$ cat src/verilog/sppe_defines.svh
// constants for the serial port physical and error register bank
// ============================================================================
// How it works
// - every register is one 32-bit word on an aligned address
// - powered-down port: physical registers read-only, reads undefined
// - hard reset and self-reset restore all; port reset restores that port
// - unmapped address reads zero, write completes without error
// - even port at four lanes makes odd neighbour contents meaningless
// - physical blocks start 0x0240 for port 8, step 0x20 to 0x0320
// - one shared link timeout, reset value is the maximum
// - expired link timeout puts that port into output-error state
// - general control bits are one copy aliased by every port
// - link request write sends a link-request symbol; read returns last write
// - symbol is status, ackid status, buffer status, link_req, command
// - command write ignored while own link request is outstanding
// - powered-down port error-status and control read 0x0000_0001
// - error block identifier 0x0007; port blocks 0x1280 to 0x1400 step 0x40
// - powered-down port error registers read-only and read zero
// - bus and transport errors report in bit 0 of port error detect
// - logical checks only cover hop-count-zero maintenance packets
// - enable bit decides lock of detect/capture and host reporting; here lten_q only gates LT_REPORT, nothing locks
// - failed threshold reaction chosen by stop-on-fail and drop enable
// - power-on reset only may load reset values over i2c
`ifndef SPPE_DEFINES_SVH
`define SPPE_DEFINES_SVH
// ============================================================================
// address map
`define SPPE_PHY_BASE      16'h0240
`define SPPE_PHY_STEP      16'h0020
`define SPPE_PHY_FIRST     4'h8
`define SPPE_EM_BASE       16'h1280
`define SPPE_EM_STEP       16'h0040
`define SPPE_EM_FIRST      4'h9
`define SPPE_EM_HDR        16'h1000
`define SPPE_EXTENDED_FEATURE_IDENTIFIER         16'h0007
// offsets within a physical block
`define SPPE_OFS_TIMEOUT   5'h00
`define SPPE_OFS_GENCTL    5'h04
`define SPPE_OFS_LREQ      5'h08
`define SPPE_OFS_LRSP      5'h0C
`define SPPE_OFS_ERRSTAT   5'h18
`define SPPE_OFS_CTL       5'h1C
// offsets within an error block
`define SPPE_OFS_ERRDET    6'h00
`define SPPE_OFS_ERREN     6'h04
`define SPPE_OFS_LTDET     6'h08
`define SPPE_OFS_LTEN      6'h0C
`define SPPE_OFS_RATE      6'h28
`define SPPE_OFS_THRESH    6'h2C
// reset values and fields
`define SPPE_TIMEOUT_RST   24'hFF_FFFF
`define SPPE_PD_READ       32'h0000_0001
`define SPPE_CTL_RST       32'h0000_0000
`define SPPE_ES_STOP_BIT   27
`define SPPE_ES_DROP_BIT   26
`define SPPE_ES_OUTERR_BIT 16
`define SPPE_ES_FAIL_BIT   24
`define SPPE_LT_LOCK_BIT   31
`endif

$ cat src/verilog/sppe_pkg.sv
// types for the serial port physical and error register bank
`default_nettype none
package sppe_pkg;
    typedef enum logic [2:0] {
        SPPE_LR_IDLE = 3'b001,
        SPPE_LR_WAIT = 3'b010,
        SPPE_LR_DONE = 3'b100
    } sppe_lr_state_t;
    typedef enum logic [1:0] {
        SPPE_FAIL_NONE = 2'b00,
        SPPE_FAIL_DROP = 2'b01,
        SPPE_FAIL_STOP = 2'b10
    } sppe_fail_act_t;
endpackage
`default_nettype wire

$ cat src/verilog/sppe_top.sv
// register bank of physical and error management registers, apb slave
//
// The register addresses and the APB register port were chosen for this implementation.
`include "sppe_defines.svh"
`default_nettype none
module sppe_top #(
    parameter int NPORT = 8
) (
    input  wire logic                 REF_CLK,
    input  wire logic                 RST_N,
    input  wire logic                 SELF_RST,
    input  wire logic [NPORT-1:0]     PORT_RST,
    input  wire logic [NPORT-1:0]     PORT_PWRDN,
    input  wire logic [NPORT-1:0]     PORT_FOUR_LANE,
    input  wire logic                 I2C_LOAD_VALID,
    input  wire logic [23:0]          I2C_TIMEOUT,
    input  wire logic                 PSEL,
    input  wire logic                 PENABLE,
    input  wire logic                 PWRITE,
    input  wire logic [15:0]          PADDR,
    input  wire logic [31:0]          PWDATA,
    output logic                      PREADY,
    output logic [31:0]               PRDATA,
    output logic                      PSLVERR,
    input  wire logic [NPORT*5-1:0]   ACKID_STATUS,
    input  wire logic [NPORT*5-1:0]   BUF_STATUS,
    input  wire logic [NPORT-1:0]     PKT_SENT,
    input  wire logic [NPORT-1:0]     ACK_SEEN,
    input  wire logic [NPORT-1:0]     RSP_VALID,
    input  wire logic [NPORT*8-1:0]   RSP_DATA,
    input  wire logic [NPORT-1:0]     LINK_ERR,
    input  wire logic [NPORT-1:0]     BUS_ERR,
    input  wire logic [NPORT-1:0]     MAINT_PKT,
    input  wire logic [NPORT*8-1:0]   MAINT_HOP,
    input  wire logic [NPORT-1:0]     MAINT_BAD,
    output logic [NPORT-1:0]          SYM_VALID,
    output logic [NPORT*19-1:0]       SYM_DATA,
    output logic [NPORT-1:0]          OUT_ERR,
    output logic [NPORT-1:0]          PORT_STOP,
    output logic [NPORT-1:0]          PORT_DROP,
    output logic [NPORT-1:0]          LT_REPORT
);
    import sppe_pkg::*;
    if (NPORT != 8) begin : g_nport_chk
        $error("sppe_top serves exactly eight ports");
    end
    // ============================================================================
    // bus decode
    logic       dev_rst_n;
    logic       acc;
    logic       wr;
    logic       phy_hit;
    logic       em_hit;
    logic       hdr_hit;
    logic [2:0] phy_idx;
    logic [2:0] em_idx;
    logic [4:0] phy_ofs;
    logic [5:0] em_ofs;
    assign dev_rst_n = RST_N && !SELF_RST;
    assign acc       = PSEL && PENABLE;
    assign wr        = acc && PWRITE;
    assign PREADY    = 1'b1;
    assign PSLVERR   = 1'b0;

    function automatic logic [16:0] blk_decode(input logic [15:0] a, input logic [15:0] base,
                                               input logic [15:0] step, input int n);
        logic [15:0] d;
        logic [16:0] r;
        r = 17'h0_0000;
        d = a - base;
        if (a >= base && d < 16'(n) * step) begin
            r[16] = 1'b1;
            r[15:0] = d;
        end
        return r;
    endfunction

    logic [16:0] pd;
    logic [16:0] ed;
    always_comb begin
        pd      = blk_decode({PADDR[15:2], 2'b00}, `SPPE_PHY_BASE, `SPPE_PHY_STEP, 8);
        ed      = blk_decode({PADDR[15:2], 2'b00}, `SPPE_EM_BASE, `SPPE_EM_STEP, 7);
        phy_hit = pd[16];
        phy_idx = pd[7:5];
        phy_ofs = pd[4:0];
        em_hit  = ed[16];
        em_idx  = 3'(ed[8:6] + 3'd1);
        em_ofs  = ed[5:0];
        hdr_hit = ({PADDR[15:2], 2'b00} == `SPPE_EM_HDR);
    end
    // ============================================================================
    // shared registers
    logic [23:0] timeout_q;
    logic [31:0] genctl_q;
    logic        pd_wr;
    assign pd_wr = phy_hit && PORT_PWRDN[phy_idx];
    always_ff @(posedge REF_CLK) begin
        if (!RST_N) begin
            // boot load only under power-on reset, never in normal running
            timeout_q <= I2C_LOAD_VALID ? I2C_TIMEOUT : `SPPE_TIMEOUT_RST;
        end else if (SELF_RST) begin
            timeout_q <= `SPPE_TIMEOUT_RST;
        end else if (wr && phy_hit && !pd_wr && phy_ofs == `SPPE_OFS_TIMEOUT) begin
            timeout_q <= PWDATA[31:8];
        end
    end
    always_ff @(posedge REF_CLK) begin
        if (!dev_rst_n) begin
            genctl_q <= 32'h0000_0000;
        end else if (wr && phy_hit && !pd_wr && phy_ofs == `SPPE_OFS_GENCTL) begin
            genctl_q <= {PWDATA[31:29], 29'h0000_0000};
        end
    end
    // ============================================================================
    // per-port registers
    logic [NPORT-1:0] prt_rst_n;
    logic [2:0]       lreq_q   [NPORT];
    logic [7:0]       lrsp_q   [NPORT];
    logic [31:0]      ctl_q    [NPORT];
    logic [1:0]       esflag_q [NPORT];
    logic [NPORT-1:0] errdet_q;
    logic [NPORT-1:0] erren_q;
    logic [NPORT-1:0] ltdet_q;
    logic [NPORT-1:0] lten_q;
    logic [7:0]       thr_q    [NPORT];
    logic [NPORT-1:0] busy;
    logic [7:0]       cnt      [NPORT];
    sppe_fail_act_t   act      [NPORT];

    genvar g;
    generate
        for (g = 0; g < NPORT; g++) begin : gp
            logic ph;
            logic eh;
            logic lreq_wr;
            logic lt_err;
            assign prt_rst_n[g] = dev_rst_n && !PORT_RST[g];
            assign ph = wr && phy_hit && phy_idx == 3'(g) && !PORT_PWRDN[g];
            assign eh = wr && em_hit && em_idx == 3'(g) && !PORT_PWRDN[g];
            assign lreq_wr = ph && phy_ofs == `SPPE_OFS_LREQ && !busy[g];
            assign lt_err = MAINT_PKT[g] && MAINT_HOP[g*8 +: 8] == 8'h00 && MAINT_BAD[g];
            always_ff @(posedge REF_CLK) begin
                if (!prt_rst_n[g]) begin
                    lreq_q[g]   <= 3'b000;
                    lrsp_q[g]   <= 8'h00;
                    ctl_q[g]    <= `SPPE_CTL_RST;
                    esflag_q[g] <= 2'b00;
                    erren_q[g]  <= 1'b0;
                    lten_q[g]   <= 1'b0;
                    thr_q[g]    <= 8'h00;
                end else begin
                    if (lreq_wr) lreq_q[g] <= PWDATA[2:0];
                    if (RSP_VALID[g]) lrsp_q[g] <= RSP_DATA[g*8 +: 8];
                    if (ph && phy_ofs == `SPPE_OFS_CTL) ctl_q[g] <= PWDATA;
                    if (ph && phy_ofs == `SPPE_OFS_ERRSTAT)
                        esflag_q[g] <= {PWDATA[`SPPE_ES_STOP_BIT], PWDATA[`SPPE_ES_DROP_BIT]};
                    if (eh && em_ofs == `SPPE_OFS_ERREN) erren_q[g] <= PWDATA[0];
                    if (eh && em_ofs == `SPPE_OFS_LTEN) lten_q[g] <= PWDATA[0];
                    if (eh && em_ofs == `SPPE_OFS_THRESH) thr_q[g] <= PWDATA[31:24];
                end
            end
            // detect bits: set wins over a clearing write
            always_ff @(posedge REF_CLK) begin
                if (!prt_rst_n[g]) begin
                    errdet_q[g] <= 1'b0;
                    ltdet_q[g]  <= 1'b0;
                end else begin
                    if (BUS_ERR[g] || lt_err) errdet_q[g] <= 1'b1;
                    else if (eh && em_ofs == `SPPE_OFS_ERRDET) errdet_q[g] <= PWDATA[0];
                    if (lt_err) ltdet_q[g] <= 1'b1;
                    else if (eh && em_ofs == `SPPE_OFS_LTDET) ltdet_q[g] <= PWDATA[0];
                end
            end
            always_ff @(posedge REF_CLK) begin
                if (!prt_rst_n[g]) LT_REPORT[g] <= 1'b0;
                else LT_REPORT[g] <= lt_err && lten_q[g];
            end
            sppe_port u_port (
                .clk          (REF_CLK),
                .rst_n        (prt_rst_n[g]),
                .timeout_val  (timeout_q),
                .lreq_wr      (lreq_wr),
                .lreq_cmd     (PWDATA[2:0]),
                .ackid_status (ACKID_STATUS[g*5 +: 5]),
                .buf_status   (BUF_STATUS[g*5 +: 5]),
                .pkt_sent     (PKT_SENT[g]),
                .ack_seen     (ACK_SEEN[g]),
                .rsp_valid    (RSP_VALID[g]),
                .err_event    (LINK_ERR[g] || (eh && em_ofs == `SPPE_OFS_ERRDET
                                               && PWDATA != 32'h0000_0000)),
                .err_enable   (erren_q[g]),
                .fail_thresh  (thr_q[g]),
                .stop_en      (esflag_q[g][1]),
                .drop_en      (esflag_q[g][0]),
                .sym_valid    (SYM_VALID[g]),
                .sym_data     (SYM_DATA[g*19 +: 19]),
                .lreq_busy    (busy[g]),
                .out_err      (OUT_ERR[g]),
                .err_count    (cnt[g]),
                .fail_act     (act[g])
            );
            // odd neighbour of a four-lane even port is held idle
            assign PORT_STOP[g] = (act[g] == SPPE_FAIL_STOP) ||
                                  ((g % 2 == 1) && PORT_FOUR_LANE[g - (g % 2)]);
            assign PORT_DROP[g] = (act[g] == SPPE_FAIL_DROP);
        end
    endgenerate
    // ============================================================================
    // read mux
    logic [31:0] rd;
    always_comb begin
        rd = 32'h0000_0000;
        if (phy_hit) begin
            if (PORT_PWRDN[phy_idx] &&
                (phy_ofs == `SPPE_OFS_ERRSTAT || phy_ofs == `SPPE_OFS_CTL)) begin
                rd = `SPPE_PD_READ;
            end else begin
                case (phy_ofs)
                    `SPPE_OFS_TIMEOUT: rd = {timeout_q, 8'h00};
                    `SPPE_OFS_GENCTL:  rd = genctl_q;
                    `SPPE_OFS_LREQ:    rd = {29'h0000_0000, lreq_q[phy_idx]};
                    `SPPE_OFS_LRSP:    rd = {busy[phy_idx] ? 1'b0 : 1'b1, 23'h00_0000,
                                             lrsp_q[phy_idx]};
                    `SPPE_OFS_ERRSTAT: rd = {4'h0, esflag_q[phy_idx], 1'b0,
                                             act[phy_idx] != SPPE_FAIL_NONE, 7'h00,
                                             OUT_ERR[phy_idx], 16'h0000};
                    `SPPE_OFS_CTL:     rd = ctl_q[phy_idx];
                    default:           rd = 32'h0000_0000;
                endcase
            end
        end else if (em_hit && !PORT_PWRDN[em_idx]) begin
            case (em_ofs)
                `SPPE_OFS_ERRDET: rd = {31'h0000_0000, errdet_q[em_idx]};
                `SPPE_OFS_ERREN:  rd = {31'h0000_0000, erren_q[em_idx]};
                `SPPE_OFS_LTDET:  rd = {31'h0000_0000, ltdet_q[em_idx]};
                `SPPE_OFS_LTEN:   rd = {31'h0000_0000, lten_q[em_idx]};
                `SPPE_OFS_RATE:   rd = {24'h00_0000, cnt[em_idx]};
                `SPPE_OFS_THRESH: rd = {thr_q[em_idx], 24'h00_0000};
                default:          rd = 32'h0000_0000;
            endcase
        end else if (hdr_hit) begin
            rd = {16'h0000, `SPPE_EXTENDED_FEATURE_IDENTIFIER};
        end
    end
    always_ff @(posedge REF_CLK) begin
        if (!RST_N) PRDATA <= 32'h0000_0000;
        else if (PSEL && !PENABLE && !PWRITE) PRDATA <= rd;
    end
    // ============================================================================
    // checks
    AST_PD_READ: assert property (@(posedge REF_CLK) disable iff (!RST_N)
        (PSEL && !PENABLE && !PWRITE && phy_hit && PORT_PWRDN[phy_idx]
         && phy_ofs == `SPPE_OFS_CTL) |=> PRDATA == `SPPE_PD_READ)
        else $error("powered-down control read not one");
    AST_UNMAPPED: assert property (@(posedge REF_CLK) disable iff (!RST_N)
        (PSEL && !PENABLE && !PWRITE && !phy_hit && !em_hit && !hdr_hit)
        |=> PRDATA == 32'h0000_0000)
        else $error("unmapped read not zero");
    AST_EM_PD: assert property (@(posedge REF_CLK) disable iff (!RST_N)
        (PSEL && !PENABLE && !PWRITE && em_hit && PORT_PWRDN[em_idx])
        |=> PRDATA == 32'h0000_0000)
        else $error("powered-down error read not zero");
    AST_NO_ERR: assert property (@(posedge REF_CLK) disable iff (!RST_N)
        acc |-> (PREADY && !PSLVERR))
        else $error("access answered with error");
    AST_BUSERR: assert property (@(posedge REF_CLK) disable iff (!RST_N)
        BUS_ERR[0] && !PORT_RST[0] && !SELF_RST |=> errdet_q[0])
        else $error("bus error not recorded");
    AST_TMO_RST: assert property (@(posedge REF_CLK)
        !RST_N && !I2C_LOAD_VALID |=> timeout_q == `SPPE_TIMEOUT_RST)
        else $error("timeout reset value wrong");
    AST_GEN_ALIAS: assert property (@(posedge REF_CLK) disable iff (!dev_rst_n)
        (wr && phy_hit && !pd_wr && phy_ofs == `SPPE_OFS_GENCTL)
        |=> genctl_q[31:29] == $past(PWDATA[31:29]))
        else $error("general control not shared");
    AST_LREQ_RB: assert property (@(posedge REF_CLK) disable iff (!prt_rst_n[0])
        (wr && phy_hit && phy_idx == 3'd0 && phy_ofs == `SPPE_OFS_LREQ && !busy[0]
         && !PORT_PWRDN[0]) |=> ##1 SYM_VALID[0] == 1'b0 && lreq_q[0] == $past(PWDATA[2:0], 2))
        else $error("link request readback wrong");
endmodule
`default_nettype wire

$ cat src/verilog/sppe_port.sv
// one port: link request engine, link timeout and error counting
`include "sppe_defines.svh"
`default_nettype none
module sppe_port (
    input  wire logic                  clk,
    input  wire logic                  rst_n,
    input  wire logic [23:0]           timeout_val,
    input  wire logic                  lreq_wr,
    input  wire logic [2:0]            lreq_cmd,
    input  wire logic [4:0]            ackid_status,
    input  wire logic [4:0]            buf_status,
    input  wire logic                  pkt_sent,
    input  wire logic                  ack_seen,
    input  wire logic                  rsp_valid,
    input  wire logic                  err_event,
    input  wire logic                  err_enable,
    input  wire logic [7:0]            fail_thresh,
    input  wire logic                  stop_en,
    input  wire logic                  drop_en,
    output logic                       sym_valid,
    output logic [18:0]                sym_data,
    output logic                       lreq_busy,
    output logic                       out_err,
    output logic [7:0]                 err_count,
    output sppe_pkg::sppe_fail_act_t   fail_act
);
    import sppe_pkg::*;
    // ============================================================================
    // link request engine
    sppe_lr_state_t lr_q;
    logic [23:0]    tmo_q;
    logic           tmo_run_q;
    logic           expired;
    assign expired   = tmo_run_q && (tmo_q >= timeout_val);
    assign lreq_busy = (lr_q == SPPE_LR_WAIT);
    always_ff @(posedge clk) begin
        if (!rst_n) begin
            lr_q      <= SPPE_LR_IDLE;
            sym_valid <= 1'b0;
            sym_data  <= 19'h0_0000;
        end else begin
            sym_valid <= 1'b0;
            case (lr_q)
                SPPE_LR_IDLE, SPPE_LR_DONE: begin
                    if (lreq_wr) begin
                        sym_valid <= 1'b1;
                        sym_data  <= {3'b000, ackid_status, buf_status, 3'b100, lreq_cmd};
                        lr_q      <= SPPE_LR_WAIT;
                    end
                end
                SPPE_LR_WAIT: begin
                    // writes here are dropped by the caller
                    if (rsp_valid || expired) begin
                        lr_q <= SPPE_LR_DONE;
                    end
                end
                default: lr_q <= SPPE_LR_IDLE;
            endcase
        end
    end
    // ============================================================================
    // link timeout counter
    always_ff @(posedge clk) begin
        if (!rst_n) begin
            tmo_q     <= 24'h00_0000;
            tmo_run_q <= 1'b0;
        end else if (pkt_sent || (lreq_wr && !lreq_busy)) begin
            tmo_q     <= 24'h00_0000;
            tmo_run_q <= 1'b1;
        end else if (ack_seen || rsp_valid || expired) begin
            tmo_run_q <= 1'b0;
        end else if (tmo_run_q) begin
            tmo_q <= tmo_q + 24'h00_0001;
        end
    end
    always_ff @(posedge clk) begin
        if (!rst_n) begin
            out_err <= 1'b0;
        end else if (expired) begin
            out_err <= 1'b1;
        end else if (ack_seen || rsp_valid) begin
            out_err <= 1'b0;
        end
    end
    // ============================================================================
    // error rate counter and failed threshold reaction
    always_ff @(posedge clk) begin
        if (!rst_n) begin
            err_count <= 8'h00;
        end else if (err_event && err_enable && err_count != 8'hFF) begin
            err_count <= err_count + 8'h01;
        end
    end
    always_comb begin
        fail_act = SPPE_FAIL_NONE;
        if (fail_thresh != 8'h00 && err_count >= fail_thresh) begin
            if (stop_en) fail_act = SPPE_FAIL_STOP;
            else if (drop_en) fail_act = SPPE_FAIL_DROP;
        end
    end
    AST_EXPIRE_ERR: assert property (@(posedge clk) disable iff (!rst_n)
        expired |=> out_err)
        else $error("timeout expiry did not raise output error");
    AST_SYM_ONE: assert property (@(posedge clk) disable iff (!rst_n)
        sym_valid |=> !sym_valid)
        else $error("two link request symbols back to back");
    AST_SYM_CMD: assert property (@(posedge clk) disable iff (!rst_n)
        (lreq_wr && !lreq_busy) |=> (sym_valid && sym_data[2:0] == $past(lreq_cmd)))
        else $error("symbol command differs from write");
endmodule
`default_nettype wire

$ cat config.mk
export PLATFORM = sky130hd
export DESIGN_NAME = sppe_top
export DESIGN_NICKNAME = d
export VERILOG_FILES = /design/src/verilog/sppe_pkg.sv /design/src/verilog/sppe_top.sv /design/src/verilog/sppe_port.sv
export VERILOG_INCLUDE_DIRS = /design/src /design/src/verilog
export SDC_FILE = /design/constraint.sdc
export NUM_CORES = 2
export LEC_CHECK = 0
export BUFFER_PORTS_ARGS = -buffer_cell sky130_fd_sc_hd__buf_2
export CAP_MARGIN = 10
export CORE_UTILIZATION = 40
export CTS_CLUSTER_SIZE = 24
export DETAILED_ROUTE_END_ITERATION = 6
export PLACE_DENSITY_LB_ADDON = 0.05
export SETUP_SLACK_MARGIN = 0.15
export SKIP_LAST_GASP = 1
export SLEW_MARGIN = 15
export SYNTH_ARGS = -nofsm -noshare
export SYNTH_HDL_FRONTEND = slang
export SYNTH_SLANG_ARGS = --single-unit
$ cat constraint.sdc
create_clock -name REF_CLK -period 15 [get_ports REF_CLK]
set_input_delay 1.5 -clock REF_CLK [delete_from_list [all_inputs] [get_ports REF_CLK]]
set_output_delay 1.5 -clock REF_CLK [all_outputs]
set_load 0.005 [all_outputs]
# After elaboration in Yosys (flattened, before gate mapping)
# Memories as Yosys holds them, arrays and structs flattened.
# Index checks and enable logic that the tools add are counted.
[op_classes]
n_lt_le_gt_ge = 24
n_reduce_logical = 383
n_mul = 0
div = 0
n_addsub = 19
mux = 315
bitwise = 58
shifts = 0
n_eq_ne = 90
[op_table]
columns = ["operator", "count"]
rows = [
  ["$pmux W32 S6", 2],
  ["$mux W32", 11],
  ["$mux W1", 209],
  ["$logic_and A1 B1 Y1", 199],
  ["$add A24 B1 Y24 const B", 8],
  ["$ge A24 B24 Y1", 8],
  ["$mux W8", 18],
  ["$mux W24", 4],
  ["$mux W3", 25],
  ["$reduce_bool A2 Y1", 33],
  ["$add A8 B1 Y8 const B", 8],
  ["$ge A8 B8 Y1", 8],
  ["$logic_not A8 Y1", 8],
  ["$ne A8 B8 Y1 const B", 8],
  ["$reduce_and A2 Y1", 32],
  ["$reduce_bool A8 Y1", 8],
  ["$logic_or A1 B1 Y1", 53],
  ["$mux W2", 26],
  ["$eq A3 B3 Y1 const B", 16],
  ["$pmux W3 S2", 8],
  ["$or A1 B1 Y1", 40],
  ["$eq A3 B2 Y1 const B", 12],
  ["$mux W17", 2],
  ["$lt A16 B9 Y1 const B", 2],
  ["other kinds (31)", 141],
]
[word_totals]
memories = 5
rom_bits = 0
latch_bits = 0
reg_bits = 515
input_bits = 367
mem_bits_rw = 424
[memory_table]
columns = ["name", "words", "word_bits", "read_ports", "rd_clocked_by_memory_dff", "write_ports", "line_no", "text"]
rows = [
  ["ctl_q", 8, 32, 1, 0, 8, "sppe_top.sv:119", "logic [31:0] ctl_q [NPORT];"],
  ["lrsp_q", 8, 8, 1, 0, 8, "sppe_top.sv:118", "logic [7:0] lrsp_q [NPORT];"],
  ["thr_q", 8, 8, 9, 0, 8, "sppe_top.sv:125", "logic [7:0] thr_q [NPORT];"],
  ["lreq_q", 8, 3, 1, 0, 8, "sppe_top.sv:117", "logic [2:0] lreq_q [NPORT];"],
  ["esflag_q", 8, 2, 9, 0, 8, "sppe_top.sv:120", "logic [1:0] esflag_q [NPORT];"],
]

# Longest topological paths before layout
[logic_depth]
word_depth = 13
ltp_mapped = 19

# By module
# From an unflattened synthesis, not the netlist that was laid out.
[hier_totals]
cells_unflattened = 5350
area_unflattened_um2 = 52655.5
[modules_own_cells]
columns = ["module", "seq_area_each_um2", "area_each_um2", "cells_each", "n_inst"]
rows = [
  ["sppe_top", 14954.3, 26540.5, 2254, 1],
  ["sppe_port", 1041.0, 3264.4, 387, 8],
]

# Least setup slack after synthesis
# Ideal clock, no wire load.
[synth_timing]
path_kind = "input to register"
from = "in PADDR[6]"
to = "mem ctl_q[2][0] (enable)"
slack_ps = 8358
cell_stages = 11
n_path_buf = 4
setup_time_ps = 466
t_arrival_ps = 6177
path_cell_list = "buf_2 inv_1 clkbuf_1 clkbuf_1 ha_1 xnor2_1 nand3_1 or3_1 clkbuf_1 or3_1 o21ai_0"
[synth_rtl]
columns = ["item", "line_no", "text"]
rows = [
  ["start: declaration", "sppe_top.sv:20", "input wire logic [15:0] PADDR,"],
  ["end: declaration", "sppe_top.sv:119", ""],
]

# Worst setup path after layout
[layout_timing]
from = "in PADDR[6]"
to = "reg PRDATA[17]"
[layout_via]
elab_chain_len = 11
word_cells_on_any_way = 30
classes_between = "add/sub (3); order compare (4); eq/ne (5); mux (10); reduce/logical (7); memory (1)"
[layout_lines]
columns = ["item", "line_no", "text"]
rows = [
  ["$sub A16 B13 Y16", "sppe_top.sv:70", "d = a - base;"],
  ["$lt A16 B9 Y1", "sppe_top.sv:71", "if (a >= base && d < 16'(n) * step) begin"],
  ["$logic_and A1 B1 Y1", "sppe_top.sv:71", ""],
  ["$mux W17", "sppe_top.sv:71", ""],
  ["$add A3 B1 Y3", "sppe_top.sv:87", "em_idx = 3'(ed[8:6] + 3'd1);"],
  ["$bmux W1 S3", "sppe_top.sv:231", "end else if (em_hit && !PORT_PWRDN[em_idx]) begin"],
  ["$mux W1 (implied by the code)", "sppe_top.sv:231", ""],
  ["$logic_not A1 Y1", "sppe_top.sv:231", ""],
  ["$logic_and A1 B1 Y1", "sppe_top.sv:231", ""],
  ["$mux W32", "sppe_top.sv:231", ""],
  ["$mux W32 *", "sppe_top.sv:213", "if (phy_hit) begin"],
  ["end signal: assignment", "sppe_top.sv:247", "else if (PSEL && !PENABLE && !PWRITE) PRDATA <= rd;"],
  ["end: declaration", "sppe_top.sv:23", "output logic [31:0] PRDATA,"],
]
# Every way passes the cells marked *; elsewhere a longest branch is shown, timed or not. The select of a mux whose other input is x is not followed.
# A chain may end at the register's enable or synchronous reset.

==> flow_metrics.env <==
export IMPL_p_leak_nw=23.4
export IMPL_die_w_um=358
export IMPL_instances_no_fill=7337
export IMPL_fin_setup_tns_ns=0
export IMPL_vias_per_cell=5.86
export IMPL_clock_fmax_ghz=0.158
export IMPL_slowest_stage="a311oi_2"
export IMPL_pre_cts_slack_ns=8.03
export IMPL_p_total_mw=5.91
export IMPL_clk_latency_ns=0.74
export IMPL_drtIter0Drc=5037
export IMPL_synthCells=5127
export IMPL_hold_viol_final=0
export IMPL_area_delta_synth_final_pct=15.7
export IMPL_grt_pass1_wl_mm=285
export IMPL_ctsHoldBuffers=0
export IMPL_slew_headroom=0.182
export IMPL_crit_fanout=50
export IMPL_drive_gt1_frac=0.176
export IMPL_synth_ff_latch_count=939
export IMPL_synth_seq_area_share=0.460
export IMPL_ir_drop_mv=0.0839
export IMPL_drv_slew=0
export IMPL_cp_common_cell="buf_4"
export IMPL_start_util=0.403
export IMPL_synth_edf_count=448
export IMPL_crit_required_ns=15.65
export IMPL_final_common_cell="buf_2"
export IMPL_rsz0062_at_grt="false"
export IMPL_place_inst=7120
export IMPL_num_vias=43000
export IMPL_dieArea_um2=128000
export IMPL_async_flop_share=0
export IMPL_drv_cap=0
export IMPL_setup_viol=0
export IMPL_grt_overflow=0
export IMPL_antenna_found_initial=29
export IMPL_synth_cell_types=103
export IMPL_mostFrequentLayoutCells="buf_2, dfxtp_1, nand2_1"
export IMPL_run_status="completed"
export IMPL_tritoncts="built"
export IMPL_crit_family="buffers and inverters"
export IMPL_ys_flop_type="dfxtp_1"
export IMPL_start_kind="primary input"
export IMPL_synth_top_area_cell="edfxtp_1"
export IMPL_synthTopCellsByArea="edfxtp_1, dfxtp_1, ha_1"
export IMPL_cts_root_buf="clkbuf_16"
export IMPL_cts_repair_resized=0
export IMPL_power_density_nw_per_um2=101
export IMPL_cp_arrival_ns=6.97
export IMPL_syn_cell_area_um2=50600
export IMPL_post_dp_hpwl_mm=140
export IMPL_row_count=130
export IMPL_post_drt_wl_per_cell_um=27.5
export IMPL_worst_pin_slew_ns=1.22
export IMPL_clk_path_buf_depth=3
export IMPL_ios=593
export IMPL_gp_congestion=0.938
export IMPL_setup_ws_ns=8.68
export IMPL_grt_pass1_vias=39800
export IMPL_hold_path_class="reg -> reg"
export IMPL_post_route_period_util=0.421
export IMPL_synth_top_cell_area_share=0.266
export IMPL_worst_path_buf_inv=5
export IMPL_htree_levels=3
export IMPL_wl_mm=202
export IMPL_endpoint_kind="register"
export IMPL_grt_usage=0.309
export IMPL_port_buffers=544
export IMPL_die_h_um=358
export IMPL_cts_setup_buffers=0
export IMPL_finalCriticalPeriod_ns=6.32
export IMPL_worst_setup_path_type="in -> reg"
export IMPL_max_stage_delay_ns=0.86
export IMPL_yosys_warnings=0
export IMPL_clock_skew_ns=0.0346
export IMPL_ant_nets=0
export IMPL_hold_slack_ns=0.447
export IMPL_cts_made_buffers=109
export IMPL_grt_max_degree=76
export IMPL_path_cells="buf_4 > buf_4 > inv_1 > ha_2 > buf_4 > inv_1 > a21oi_1 > o31ai_1 > a311oi_2 > and3_1 > and2_1 > a22oi_1 > o21ai_0"
export IMPL_drc=0
export IMPL_clk_pin_slew_worst_paths_ns=0.06
export IMPL_cts_sinks=939
export IMPL_num_nets_final=6230
export IMPL_core_region_area_um2=126000
export IMPL_synth_avg_cell_area_um2=9.86
export IMPL_firstDrtPassIters=6
-- worst register-to-register path: cells and delay by family, from the launching register on --
kind / cells / cell delay, ns
DFF: 1 / 0.39
buffers and inverters: 2 / 0.94
and+or+nand+nor: 2 / 1.45
AOI/OAI and AO/OA: 6 / 1.46
adders and majority gates: 1 / 0.39
-- logic make-up after synthesis --
family,after synthesis,synth area share
compound gates,1026,0.129
xor+xnor,150,0.0261
fa+ha+maj,282,0.0698
buf+inv,518,0.0445
flops,939,0.460
mux,192,0.0550
other cells,2,0.000149
simple gates,2018,0.215
-- worst paths after layout --
kind                                  start                         to  slack [ns]  depth (start not counted)
setup / recovery                   PADDR[6]                 PRDATA[17]        8.68                         13
setup reg to reg               timeout_q[9]     gp[4].u_port.tmo_q[23]       10.31                         11
hold reg to reg   gp[0].u_port.sym_data[10]  gp[0].u_port.sym_data[10]        0.45                          2
hold / removal    gp[0].u_port.sym_data[10]  gp[0].u_port.sym_data[10]        0.45                          2
-- cell usage after synthesis (73+ instances only) --
cell and count:
a21oi_1 330, ha_1 282, nor3_1 74, nand2_1 450, or3_1 73, inv_1 183
nand3_1 149, edfxtp_1 448, nand4_1 86, nor2_1 351, nor4_1 76, mux2i_1 111
clkbuf_1 222, xnor2_1 101, o21ai_0 225, dfxtp_1 491, and3_1 191, and2_1 293
-- state kept, by name, summed over array words and instances (netlist names), 32 cells and up --
name,flops
gp.u_port.sym_data,112
lrsp_q,64
ctl_q,256
PRDATA,32
thr_q,64
gp.u_port.tmo_q,192
gp.u_port.err_count,64
-- metrics by stage --
| stage | cell area, µm² | utilization |
|---|---|---|
| 3_3_place_gp | 55000 | 0.438 |
| 5_1_grt | 58500 | 0.466 |
| 2_1_floorplan | 50700 | - |
| 3_5_place_dp | 55000 | 0.438 |
| 6_report | 58500 | 0.466 |
| 4_1_cts | 58500 | 0.466 |
-- per-layer routing --
layer | GRT usage | up-vias | wire length [µm]
met1 | 0.435 | 21100 | 88100
li1 | - | 19700 | -
met5 | 0 | - | 21
met4 | 0.115 | 4 | 7770
met2 | 0.476 | 1851 | 90100
met3 | 0.0489 | 336 | 15800
-- report_power, final --
group,internal [mW],leakage (nW),switching [mW],total [mW]
clock network,1.54,1.71,1.14,2.68
logic,0.137,12.6,0.328,0.465
registers,2.73,9.13,0.0305,2.76
-- cell type report --
type | count | area (µm²)
Inverter | 184 | 693
Clock buffer | 157 | 3030
Sequential cell | 939 | 23300
Fill cell | 12100 | 67000
Antenna cell | 13 | 32.5
Multi-Input combinational cell | 3710 | 25500
Tap cell | 1650 | 2060
Timing Repair Buffer | 637 | 3430
Clock inverter | 47 | 502
No activity file was read; power rests on OpenSTA's default activity.
